$ cat config.mk
export PLATFORM = sky130hd
export DESIGN_NAME = amsf_top
export DESIGN_NICKNAME = d
export VERILOG_FILES = /design/src/common/amsf_pkg.sv /design/src/rtl/amsf_top.sv /design/src/rtl/amsf_sync.sv /design/src/rtl/amsf_pulse_decoder.sv
export SDC_FILE = /design/constraint.sdc
export NUM_CORES = 1
export LEC_CHECK = 0
export BUFFER_PORTS_ARGS = -buffer_cell sky130_fd_sc_hd__buf_4
export CAP_MARGIN = 20
export CORE_MARGIN = 3
export CORE_UTILIZATION = 35
export DETAILED_ROUTE_END_ITERATION = 10
export GPL_TIMING_DRIVEN = 0
export SLEW_MARGIN = 20
export SYNTH_ARGS = -nofsm -noshare
export SYNTH_HDL_FRONTEND = slang
export SYNTH_SLANG_ARGS = --single-unit
$ cat constraint.sdc
create_clock -name CLK_I -period 6.95 [get_ports CLK_I]
set_input_delay 2.085 -clock CLK_I [delete_from_list [all_inputs] [get_ports CLK_I]]
set_output_delay 2.085 -clock CLK_I [all_outputs]
set_load 0.02 [all_outputs]
$ cat src/common/amsf_pkg.sv
// Shared constants and types for the axis motion status flag block
package amsf_pkg;
    localparam int unsigned AXES      = 4;
    localparam int unsigned POS_W     = 32;
    localparam int unsigned FLAG_W    = 16;
    localparam int unsigned SYNC_NPIN = 7;
    // Flag positions inside one axis status word
    localparam int unsigned F_BUSY    = 0;
    localparam int unsigned F_DONE    = 1;
    localparam int unsigned F_ACCEL   = 2;
    localparam int unsigned F_CRUISE  = 3;
    localparam int unsigned F_DECEL   = 4;
    localparam int unsigned F_DIR     = 5;
    localparam int unsigned F_HOME    = 6;
    localparam int unsigned F_NEAR    = 7;
    localparam int unsigned F_HOMED   = 8;
    localparam int unsigned F_CMP     = 9;
    localparam int unsigned F_CONFIRM = 10;
    localparam int unsigned F_PLIM    = 11;
    localparam int unsigned F_NLIM    = 12;
    localparam int unsigned F_TIMING  = 13;
    localparam int unsigned F_SETERR  = 14;
    localparam int unsigned F_LIMERR  = 15;
    localparam logic [15:0] STATUS_RESET = 16'h0000;
    localparam logic [31:0] POS_RESET    = 32'h0000_0000;
    typedef enum logic [2:0] {
        KIND_SINGLE  = 3'b000,
        KIND_MULTI   = 3'b001,
        KIND_HOMING  = 3'b010,
        KIND_JOG     = 3'b011,
        KIND_JOG_POS = 3'b100,
        KIND_PULSER  = 3'b101
    } amsf_kind_type;
    typedef enum logic {
        ST_IDLE = 1'b0,
        ST_RUN  = 1'b1
    } amsf_state_type;
    typedef enum logic [1:0] {
        PH_NONE   = 2'b00,
        PH_ACCEL  = 2'b01,
        PH_CRUISE = 2'b10,
        PH_DECEL  = 2'b11
    } amsf_phase_type;
    localparam logic [1:0] METH_QUAD  = 2'h0;
    localparam logic [1:0] METH_DIR   = 2'h1;
    localparam logic [1:0] METH_UPDN  = 2'h2;
    localparam logic [1:0] MULT_X1    = 2'h0;
    localparam logic [1:0] MULT_X2    = 2'h1;
    localparam logic [1:0] MULT_X4    = 2'h2;
endpackage

$ cat src/rtl/amsf_top.sv
// Per-axis status flag words, position and pulse input counting
`timescale 1ns/10ps
`default_nettype none
// Behaviour
// - Activity flag high from operation start until that operation ends, except for pulser operation.
// - Output-complete set when positioning, jog or pulser operation finishes.
// - Output-complete also set when a decelerating or forced stop finishes.
// - Output-complete cleared when any next operation starts.
// - At most one speed-phase flag shows the current profile zone.
// - Homing-complete set on homing finish, cleared on next start.
// - Direction flag holds the direction of the last output pulse while busy, low when idle.
// - Home flag mirrors the valid home input.
// - Near-home flag mirrors the valid near-home input.
// - Compare flag high when position is at or above comparison count.
// - Confirm flag set on positioning start, cleared on parameter memory write.
// - Positive and negative limit inputs mirrored onto two flags.
// - Timing input mirrored onto the timing monitor flag.
// - Setpoint-error flag set when an invalid set value is seen.
// - Limit-error set when a limit is active during or at start of any operation except pulser operation.
// - Each axis owns one 16-flag word at successive 16-flag steps.
// - Pulse input serves pulser operation or feedback counting, never both.
// - Pulse input decoded as quadrature, pulse plus direction, or up/down.
module amsf_top #(
    parameter int unsigned NAXES = amsf_pkg::AXES,
    parameter int unsigned POS_W = amsf_pkg::POS_W
) (
    input  wire logic                 CLK_I,
    input  wire logic                 SRST_I,
    input  wire logic [NAXES-1:0]     OP_START_I,
    input  wire logic [NAXES*3-1:0]   OP_KIND_I,
    input  wire logic [NAXES-1:0]     OP_DONE_I,
    input  wire logic [NAXES-1:0]     STOP_DONE_I,
    input  wire logic [NAXES*2-1:0]   PHASE_I,
    input  wire logic [NAXES-1:0]     OUT_PULSE_I,
    input  wire logic [NAXES-1:0]     OUT_UP_I,
    input  wire logic [NAXES*POS_W-1:0] CMP_VALUE_I,
    input  wire logic [NAXES-1:0]     SETPOINT_INVALID_I,
    input  wire logic [NAXES-1:0]     ERROR_CLEAR_I,
    input  wire logic                 PARAM_WRITE_I,
    input  wire logic [NAXES-1:0]     PULSER_ENABLE_I,
    input  wire logic [NAXES*2-1:0]   PULSE_METHOD_I,
    input  wire logic [NAXES*2-1:0]   PULSE_MULT_I,
    input  wire logic [NAXES-1:0]     HOME_I,
    input  wire logic [NAXES-1:0]     NEAR_HOME_I,
    input  wire logic [NAXES-1:0]     POS_LIMIT_I,
    input  wire logic [NAXES-1:0]     NEG_LIMIT_I,
    input  wire logic [NAXES-1:0]     TIMING_I,
    input  wire logic [NAXES-1:0]     PULSE_A_I,
    input  wire logic [NAXES-1:0]     PULSE_B_I,
    output logic [NAXES*16-1:0]       STATUS_O,
    output logic [NAXES*POS_W-1:0]    POSITION_O,
    output logic [NAXES*POS_W-1:0]    FEEDBACK_O,
    output logic [NAXES-1:0]          PULSER_STEP_O,
    output logic [NAXES-1:0]          PULSER_UP_O
);
    // ------------------------------------------------------------
    // Pin synchronisers and pulse input decoders
    // ------------------------------------------------------------
    localparam int unsigned SW = NAXES * amsf_pkg::SYNC_NPIN;

    logic [SW-1:0]    pins_sync;
    logic [NAXES-1:0] home_s;
    logic [NAXES-1:0] near_s;
    logic [NAXES-1:0] plim_s;
    logic [NAXES-1:0] nlim_s;
    logic [NAXES-1:0] tim_s;
    logic [NAXES-1:0] pa_s;
    logic [NAXES-1:0] pb_s;
    logic [NAXES-1:0] qd_step;
    logic [NAXES-1:0] qd_up;

    amsf_sync #(.WIDTH(SW)) u_sync (
        .clk_i  (CLK_I),
        .srst_i (SRST_I),
        .d_i    ({PULSE_B_I, PULSE_A_I, TIMING_I, NEG_LIMIT_I,
                  POS_LIMIT_I, NEAR_HOME_I, HOME_I}),
        .q_o    (pins_sync)
    );

    assign {pb_s, pa_s, tim_s, nlim_s, plim_s, near_s, home_s} = pins_sync;

    genvar g;
    generate
        for (g = 0; g < NAXES; g++) begin : gen_pdecode
            amsf_pulse_decoder u_pdecode (
                .clk_i    (CLK_I),
                .srst_i   (SRST_I),
                .a_i      (pa_s[g]),
                .b_i      (pb_s[g]),
                .method_i (PULSE_METHOD_I[g*2 +: 2]),
                .mult_i   (PULSE_MULT_I[g*2 +: 2]),
                .step_o   (qd_step[g]),
                .up_o     (qd_up[g])
            );
        end
    endgenerate

    // ------------------------------------------------------------
    // Per-axis state
    // ------------------------------------------------------------
    logic [15:0]               status      [NAXES];
    logic [15:0]               next_status [NAXES];
    amsf_pkg::amsf_state_type  state       [NAXES];
    amsf_pkg::amsf_state_type  next_state  [NAXES];
    amsf_pkg::amsf_kind_type   kind        [NAXES];
    amsf_pkg::amsf_kind_type   next_kind   [NAXES];
    logic [POS_W-1:0]          pos         [NAXES];
    logic [POS_W-1:0]          next_pos    [NAXES];
    logic [POS_W-1:0]          fb          [NAXES];
    logic [POS_W-1:0]          next_fb     [NAXES];
    logic [NAXES-1:0]          pstep;
    logic [NAXES-1:0]          next_pstep;
    logic [NAXES-1:0]          pup;
    logic [NAXES-1:0]          next_pup;

    always_comb begin
        amsf_pkg::amsf_kind_type k;
        logic                    fin;
        logic                    go;
        logic                    busy;
        k    = amsf_pkg::KIND_SINGLE;
        fin  = 1'b0;
        go   = 1'b0;
        busy = 1'b0;
        for (int i = 0; i < NAXES; i++) begin
            k    = amsf_pkg::amsf_kind_type'(OP_KIND_I[i*3 +: 3]);
            fin  = OP_DONE_I[i] && (state[i] == amsf_pkg::ST_RUN);
            go   = OP_START_I[i];
            next_status[i] = status[i];
            next_kind[i]   = go ? k : kind[i];
            case (state[i])
                amsf_pkg::ST_IDLE: next_state[i] = go ? amsf_pkg::ST_RUN
                                                      : amsf_pkg::ST_IDLE;
                amsf_pkg::ST_RUN: begin
                    if (go)
                        next_state[i] = amsf_pkg::ST_RUN;
                    else if (fin || STOP_DONE_I[i])
                        next_state[i] = amsf_pkg::ST_IDLE;
                    else
                        next_state[i] = amsf_pkg::ST_RUN;
                end
                default: next_state[i] = amsf_pkg::ST_IDLE;
            endcase
            // Pulser operation runs but outputs no own profile
            busy = (next_state[i] == amsf_pkg::ST_RUN)
                && (next_kind[i] != amsf_pkg::KIND_PULSER);
            next_status[i][amsf_pkg::F_BUSY] = busy;
            // Set wins over the clear raised by a simultaneous start
            next_status[i][amsf_pkg::F_DONE] =
                (fin && kind[i] != amsf_pkg::KIND_HOMING)
                || STOP_DONE_I[i]
                || (status[i][amsf_pkg::F_DONE] && !go);
            next_status[i][amsf_pkg::F_HOMED] =
                (fin && kind[i] == amsf_pkg::KIND_HOMING)
                || (status[i][amsf_pkg::F_HOMED] && !go);
            next_status[i][amsf_pkg::F_ACCEL]  = 1'b0;
            next_status[i][amsf_pkg::F_CRUISE] = 1'b0;
            next_status[i][amsf_pkg::F_DECEL]  = 1'b0;
            if (busy) begin
                case (amsf_pkg::amsf_phase_type'(PHASE_I[i*2 +: 2]))
                    amsf_pkg::PH_ACCEL:  next_status[i][amsf_pkg::F_ACCEL]  = 1'b1;
                    amsf_pkg::PH_CRUISE: next_status[i][amsf_pkg::F_CRUISE] = 1'b1;
                    amsf_pkg::PH_DECEL:  next_status[i][amsf_pkg::F_DECEL]  = 1'b1;
                    default:             next_status[i][amsf_pkg::F_ACCEL]  = 1'b0;
                endcase
            end
            if (!busy)
                next_status[i][amsf_pkg::F_DIR] = 1'b0;
            else if (OUT_PULSE_I[i])
                next_status[i][amsf_pkg::F_DIR] = OUT_UP_I[i];
            next_status[i][amsf_pkg::F_HOME]   = home_s[i];
            next_status[i][amsf_pkg::F_NEAR]   = near_s[i];
            next_status[i][amsf_pkg::F_CMP]    = $signed(pos[i])
                >= $signed(CMP_VALUE_I[i*POS_W +: POS_W]);
            next_status[i][amsf_pkg::F_CONFIRM] =
                (go && (k == amsf_pkg::KIND_SINGLE || k == amsf_pkg::KIND_MULTI))
                || (status[i][amsf_pkg::F_CONFIRM] && !PARAM_WRITE_I);
            next_status[i][amsf_pkg::F_PLIM]   = plim_s[i];
            next_status[i][amsf_pkg::F_NLIM]   = nlim_s[i];
            next_status[i][amsf_pkg::F_TIMING] = tim_s[i];
            next_status[i][amsf_pkg::F_SETERR] = SETPOINT_INVALID_I[i]
                || (status[i][amsf_pkg::F_SETERR] && !ERROR_CLEAR_I[i]);
            next_status[i][amsf_pkg::F_LIMERR] =
                ((plim_s[i] || nlim_s[i]) && (status[i][amsf_pkg::F_BUSY] || busy))
                || (status[i][amsf_pkg::F_LIMERR] && !ERROR_CLEAR_I[i]);
            next_pos[i] = pos[i];
            if (OUT_PULSE_I[i])
                next_pos[i] = OUT_UP_I[i] ? pos[i] + 1'b1 : pos[i] - 1'b1;
            // The shared input is steered to one consumer only
            next_pstep[i] = qd_step[i] && PULSER_ENABLE_I[i];
            next_pup[i]   = qd_up[i];
            next_fb[i]    = fb[i];
            if (qd_step[i] && !PULSER_ENABLE_I[i])
                next_fb[i] = qd_up[i] ? fb[i] + 1'b1 : fb[i] - 1'b1;
        end
    end

    always_ff @(posedge CLK_I) begin
        for (int i = 0; i < NAXES; i++) begin
            if (SRST_I) begin
                status[i] <= amsf_pkg::STATUS_RESET;
                state[i]  <= amsf_pkg::ST_IDLE;
                kind[i]   <= amsf_pkg::KIND_SINGLE;
                pos[i]    <= POS_W'(amsf_pkg::POS_RESET);
                fb[i]     <= POS_W'(amsf_pkg::POS_RESET);
                pstep[i]  <= 1'b0;
                pup[i]    <= 1'b0;
            end else begin
                status[i] <= next_status[i];
                state[i]  <= next_state[i];
                kind[i]   <= next_kind[i];
                pos[i]    <= next_pos[i];
                fb[i]     <= next_fb[i];
                pstep[i]  <= next_pstep[i];
                pup[i]    <= next_pup[i];
            end
        end
    end

    // ------------------------------------------------------------
    // Output packing: axis n word at bits n*16
    // ------------------------------------------------------------
    generate
        for (g = 0; g < NAXES; g++) begin : gen_out
            assign STATUS_O[g*16 +: 16]        = status[g];
            assign POSITION_O[g*POS_W +: POS_W] = pos[g];
            assign FEEDBACK_O[g*POS_W +: POS_W] = fb[g];
        end
    endgenerate
    assign PULSER_STEP_O = pstep;
    assign PULSER_UP_O   = pup;

    generate
        for (g = 0; g < NAXES; g++) begin : gen_chk

        end
    endgenerate
endmodule
`default_nettype wire

$ cat src/rtl/amsf_sync.sv
// Two-flop synchroniser for asynchronous pin inputs
`timescale 1ns/10ps
`default_nettype none
module amsf_sync #(
    parameter int unsigned WIDTH = 1
) (
    input  wire logic             clk_i,
    input  wire logic             srst_i,
    input  wire logic [WIDTH-1:0] d_i,
    output logic      [WIDTH-1:0] q_o
);
    logic [WIDTH-1:0] meta;
    logic [WIDTH-1:0] next_meta;
    logic [WIDTH-1:0] next_q;

    always_comb begin
        next_meta = d_i;
        next_q    = meta;
    end

    always_ff @(posedge clk_i) begin
        if (srst_i) begin
            meta <= '0;
            q_o  <= '0;
        end else begin
            meta <= next_meta;
            q_o  <= next_q;
        end
    end
endmodule
`default_nettype wire

$ cat src/rtl/amsf_pulse_decoder.sv
// Decoder for the two-phase pulse input pair of one axis
`timescale 1ns/10ps
`default_nettype none
module amsf_pulse_decoder (
    input  wire logic       clk_i,
    input  wire logic       srst_i,
    input  wire logic       a_i,
    input  wire logic       b_i,
    input  wire logic [1:0] method_i,
    input  wire logic [1:0] mult_i,
    output logic            step_o,
    output logic            up_o
);
    logic a_prev;
    logic b_prev;
    logic edge_a;
    logic edge_b;
    logic rise_a;
    logic rise_b;

    always_comb begin
        edge_a = a_i ^ a_prev;
        edge_b = b_i ^ b_prev;
        rise_a = a_i & ~a_prev;
        rise_b = b_i & ~b_prev;
        step_o = 1'b0;
        up_o   = 1'b0;
        case (method_i)
            amsf_pkg::METH_QUAD: begin
                // Both phases moving at once is a glitch: never counted
                up_o = a_i ^ b_prev;
                case (mult_i)
                    amsf_pkg::MULT_X4: step_o = edge_a ^ edge_b;
                    amsf_pkg::MULT_X2: step_o = edge_a & ~edge_b;
                    default:           step_o = rise_a & ~edge_b;
                endcase
            end
            amsf_pkg::METH_DIR: begin
                step_o = rise_a;
                up_o   = ~b_i;
            end
            amsf_pkg::METH_UPDN: begin
                step_o = rise_a ^ rise_b;
                up_o   = rise_a;
            end
            default: begin
                step_o = 1'b0;
                up_o   = 1'b0;
            end
        endcase
    end

    always_ff @(posedge clk_i) begin
        if (srst_i) begin
            a_prev <= 1'b0;
            b_prev <= 1'b0;
        end else begin
            a_prev <= a_i;
            b_prev <= b_i;
        end
    end
endmodule
`default_nettype wire

==> results.sh <==
export IMPL_setup_viol=0
export IMPL_die_area_um2=87800
export IMPL_final_hold_violation_count=0
export IMPL_fin_cells=5383
export IMPL_globalplace_congestion=0.916
export IMPL_antenna_left=0
export IMPL_post_dp_hpwl_mm=79.0
export IMPL_grt_first_pass_wirelength_mm=152
export IMPL_drtIter0Drc=1252
export IMPL_fin_crit_sh=0.766
export IMPL_grt_pass1_vias=26599
export IMPL_area_growth_pct=25.2
export IMPL_critPathKind="input port to flip-flop"
export IMPL_max_freq_mhz=188
export IMPL_portBuffers=548
export IMPL_finalWirelength_mm=101
export IMPL_cts_sinks=408
export IMPL_cts_root_buf="clkbuf_16"
export IMPL_synth_avg_cell_area_um2=8.06
export IMPL_clk_latency_ps=600
export IMPL_tns_ps=0
export IMPL_timing_slew_headroom=0.259
export IMPL_die_w_um=296
export IMPL_synth_seq_cells=408
export IMPL_total_power_uw=9230
export IMPL_path_cells="buf_4, inv_1, nor2_1, a211oi_1, a21oi_4, buf_16, inv_1, fa_1, and2b_1, o21ai_1, a2111oi_0, nor2_1, a31oi_2, a2111oi_2, o311a_1, o311a_1, o21ai_1, o21ai_1"
export IMPL_critPathArrivalTime_ps=5790
export IMPL_p_leak_uw=0.0179
export IMPL_cts_hold_buf=0
export IMPL_grt_overflow_total=0
export IMPL_yosys_area_top_type="dfxtp_1"
export IMPL_synth_top_area_frac=0.277
export IMPL_grt_max_degree=33
export IMPL_crit_path_max_fanout=23
export IMPL_rows=105
export IMPL_worst_pin_slew_ps=1110
export IMPL_p_per_area_nw_per_um2=250
export IMPL_place_ws_ps=1020
export IMPL_path_buf_inv=4
export IMPL_ios=555
export IMPL_vdd_ir_drop_max_mv=0.215
export IMPL_start_util=0.357
export IMPL_required_ps=7420
export IMPL_seq_area_frac_synth=0.277
export IMPL_cap_violations=0
export IMPL_cts_setup_buffers=0
export IMPL_synthCells=3661
export IMPL_cts_made_buffers=52
export IMPL_slowest_delay_ps=480
export IMPL_cts_tree="built"
export IMPL_synth_warnings=0
export IMPL_dp_cells=5283
export IMPL_grt_usage=0.220
export IMPL_nets=4880
export IMPL_slew_viol_final=0
export IMPL_synth_xor_area_frac=0.0635
export IMPL_hold_ws_ps=435
export IMPL_rsz0062_at_grt="false"
export IMPL_synthTopCellsByArea="dfxtp_1 (28%), ha_1 (16%), a21oi_1 (6.5%)"
export IMPL_postSynthNetCount=4272
export IMPL_fillers=8395
export IMPL_start_kind="input port"
export IMPL_fp_dieH_um=296
export IMPL_synth_top_family_by_area="compound AO/OA/AOI/OAI gates"
export IMPL_async_flop_share=0
export IMPL_synth_adder_area_share=0.165
export IMPL_cp_end_kind="flip-flop"
export IMPL_hold_class="flip-flop to flip-flop"
export IMPL_status="finished, final reports clean"
export IMPL_cts_buffer_depth=3
export IMPL_antenna_found_initial=5
export IMPL_critPathTopFamily="compound AO/OA/AOI/OAI gates"
export IMPL_drc=0
export IMPL_clock_skew_ps=20.3
export IMPL_setup_slack_ps=1630
export IMPL_synth_area_um2=29500
export IMPL_synth_edf_count=0
export IMPL_synth_cell_types=101
export IMPL_route_detailed_vias_per_inst=5.23
export IMPL_synth_compound_area_frac=0.231
export IMPL_fin_crit_ps=5320
export IMPL_drt_wirelength_per_cell_um=18.7
export IMPL_path_clk_slew_ps=60
export IMPL_slowest_stage="o311a_1"
export IMPL_dr_pass1_iters=5
export IMPL_coreArea_um2=82800
export IMPL_cts_resized=0
export IMPL_crit_top_cell="o21ai_1"
export IMPL_vias=28138
export IMPL_drive_above_1_share=0.166
export IMPL_synth_top_flop_cell="dfxtp_1"
export IMPL_htree_num_levels=2
export IMPL_synth_simple_area_share=0.183
export IMPL_synth_area_mux_share=0.0323
## cell type report
cell class,instances,area [µm²],area share
Antenna cell,2,5.00,0.000135
Buffer,118,518,0.0140
Clock buffer,70,1500,0.0406
Clock inverter,26,314,0.00850
Inverter,244,916,0.0248
Multi-Input combinational cell,2891,20000,0.540
Sequential cell,408,8170,0.221
Tap cell,1070,1340,0.0362
Timing Repair Buffer,554,4230,0.115
## path summary, 6_finish.rpt
| check | startpoint | end | slack [ps] | depth (start not counted) |
|---|---|---|---|---|
| hold / removal | u_sync.q_o[2] | status[2][6] | 440 | 1 |
| setup / recovery | PULSE_METHOD_I[1] | fb[0][26] | 1630 | 18 |
| setup reg to reg | gen_pdecode[0].u_pdecode.a_prev | fb[0][26] | 2700 | 18 |
| hold reg to reg | u_sync.q_o[2] | status[2][6] | 440 | 1 |
## metal layers
metal	up-vias	global-route usage	part of all wire
met1	12937	0.286	0.45
met2	698	0.362	0.45
met3	136	0.0554	0.073
met4	6	0.0598	0.026
li1	14361	-	-
met5	-	0	0.00034
## Yosys cell counts, drive strengths merged, types with 7 or more instances
master and instances:
clkbuf 103, dfxtp 408, and2 12, mux2i 94, and3 32, nor4b 7
nand4 59, fa 8, nor3b 10, o21a 31, or3 17, ha 376
nand3 65, nor4 14, a31oi 32, or2 13, nand2 327, nand3b 8
a221oi 10, a22o 7, a21boi 13, xor2 62, nand2b 35, nor2b 113
xnor2 152, a21oi 388, o41ai 8, o21bai 38, a21o 171, nor3 50
nor2 338, inv 244, buf 14, o21ai 169, o31ai 14, o22ai 18
o211ai 28, a211oi 67
## stage by stage
step	utilization	cell area [µm²]
finish	0.446	36900
global route	0.446	36900
CTS	0.446	36900
detailed placement	0.424	35100
global placement	0.422	35000
floorplan	-	29500
## registers in the layout (all words and copies together), names as in the netlist
signal                        count
fb                              128
pos                             128
gen_pdecode.u_pdecode.b_prev      4
PULSER_STEP_O                     4
PULSER_UP_O                       4
u_sync.q_o                       28
status                           64
gen_pdecode.u_pdecode.a_prev      4
u_sync.meta                      28
state                             4
kind                             12
## kinds of logic (layout without fill, tap and decap cells)
family	count (synthesis)	count (layout)
simple gates	1128	1128
compound gates	1070	1070
flops	408	408
fa+ha+maj	384	384
buf+inv	362	1012
xor+xnor	214	214
mux	95	95
other cells	0	2
## worst reg2reg max path: stages (launching register included)
cell       delay (ps)
dfxtp_1           300
inv_1              40
ha_1              240
nor2_1            110
a211oi_1           80
a21oi_4           400
buf_16            230
inv_1              80
fa_1              370
and2b_1           220
o21ai_1            80
a2111oi_0         390
nor2_1            140
a31oi_2           250
a2111oi_2         140
o311a_1           480
o311a_1           360
o21ai_1           140
o21ai_1            80
## placed cells by master, fill, tap and decap left out, types with 16 or more instances in the layout
master / instances
buf_4: 549
dfxtp_1: 408
a21oi_1: 384
ha_1: 376
nor2_1: 336
nand2_1: 327
inv_1: 240
a21o_1: 169
o21ai_0: 155
xnor2_1: 152
nor2b_1: 113
clkbuf_1: 98
mux2i_1: 94
a211oi_1: 67
nand3_1: 65
xor2_1: 62
nand4_1: 58
clkbuf_16: 54
nor3_1: 49
o21bai_1: 38
nand2b_1: 35
o21a_1: 31
a31oi_1: 30
and3_1: 30
o211ai_1: 27
o22ai_1: 18
or3_1: 16
## power breakdown
part	internal [µW]	switching, µW
Clock	1740	1120
Sequential	2570	283
Combinational	1540	1980
(Power assumes the default switching activity.)
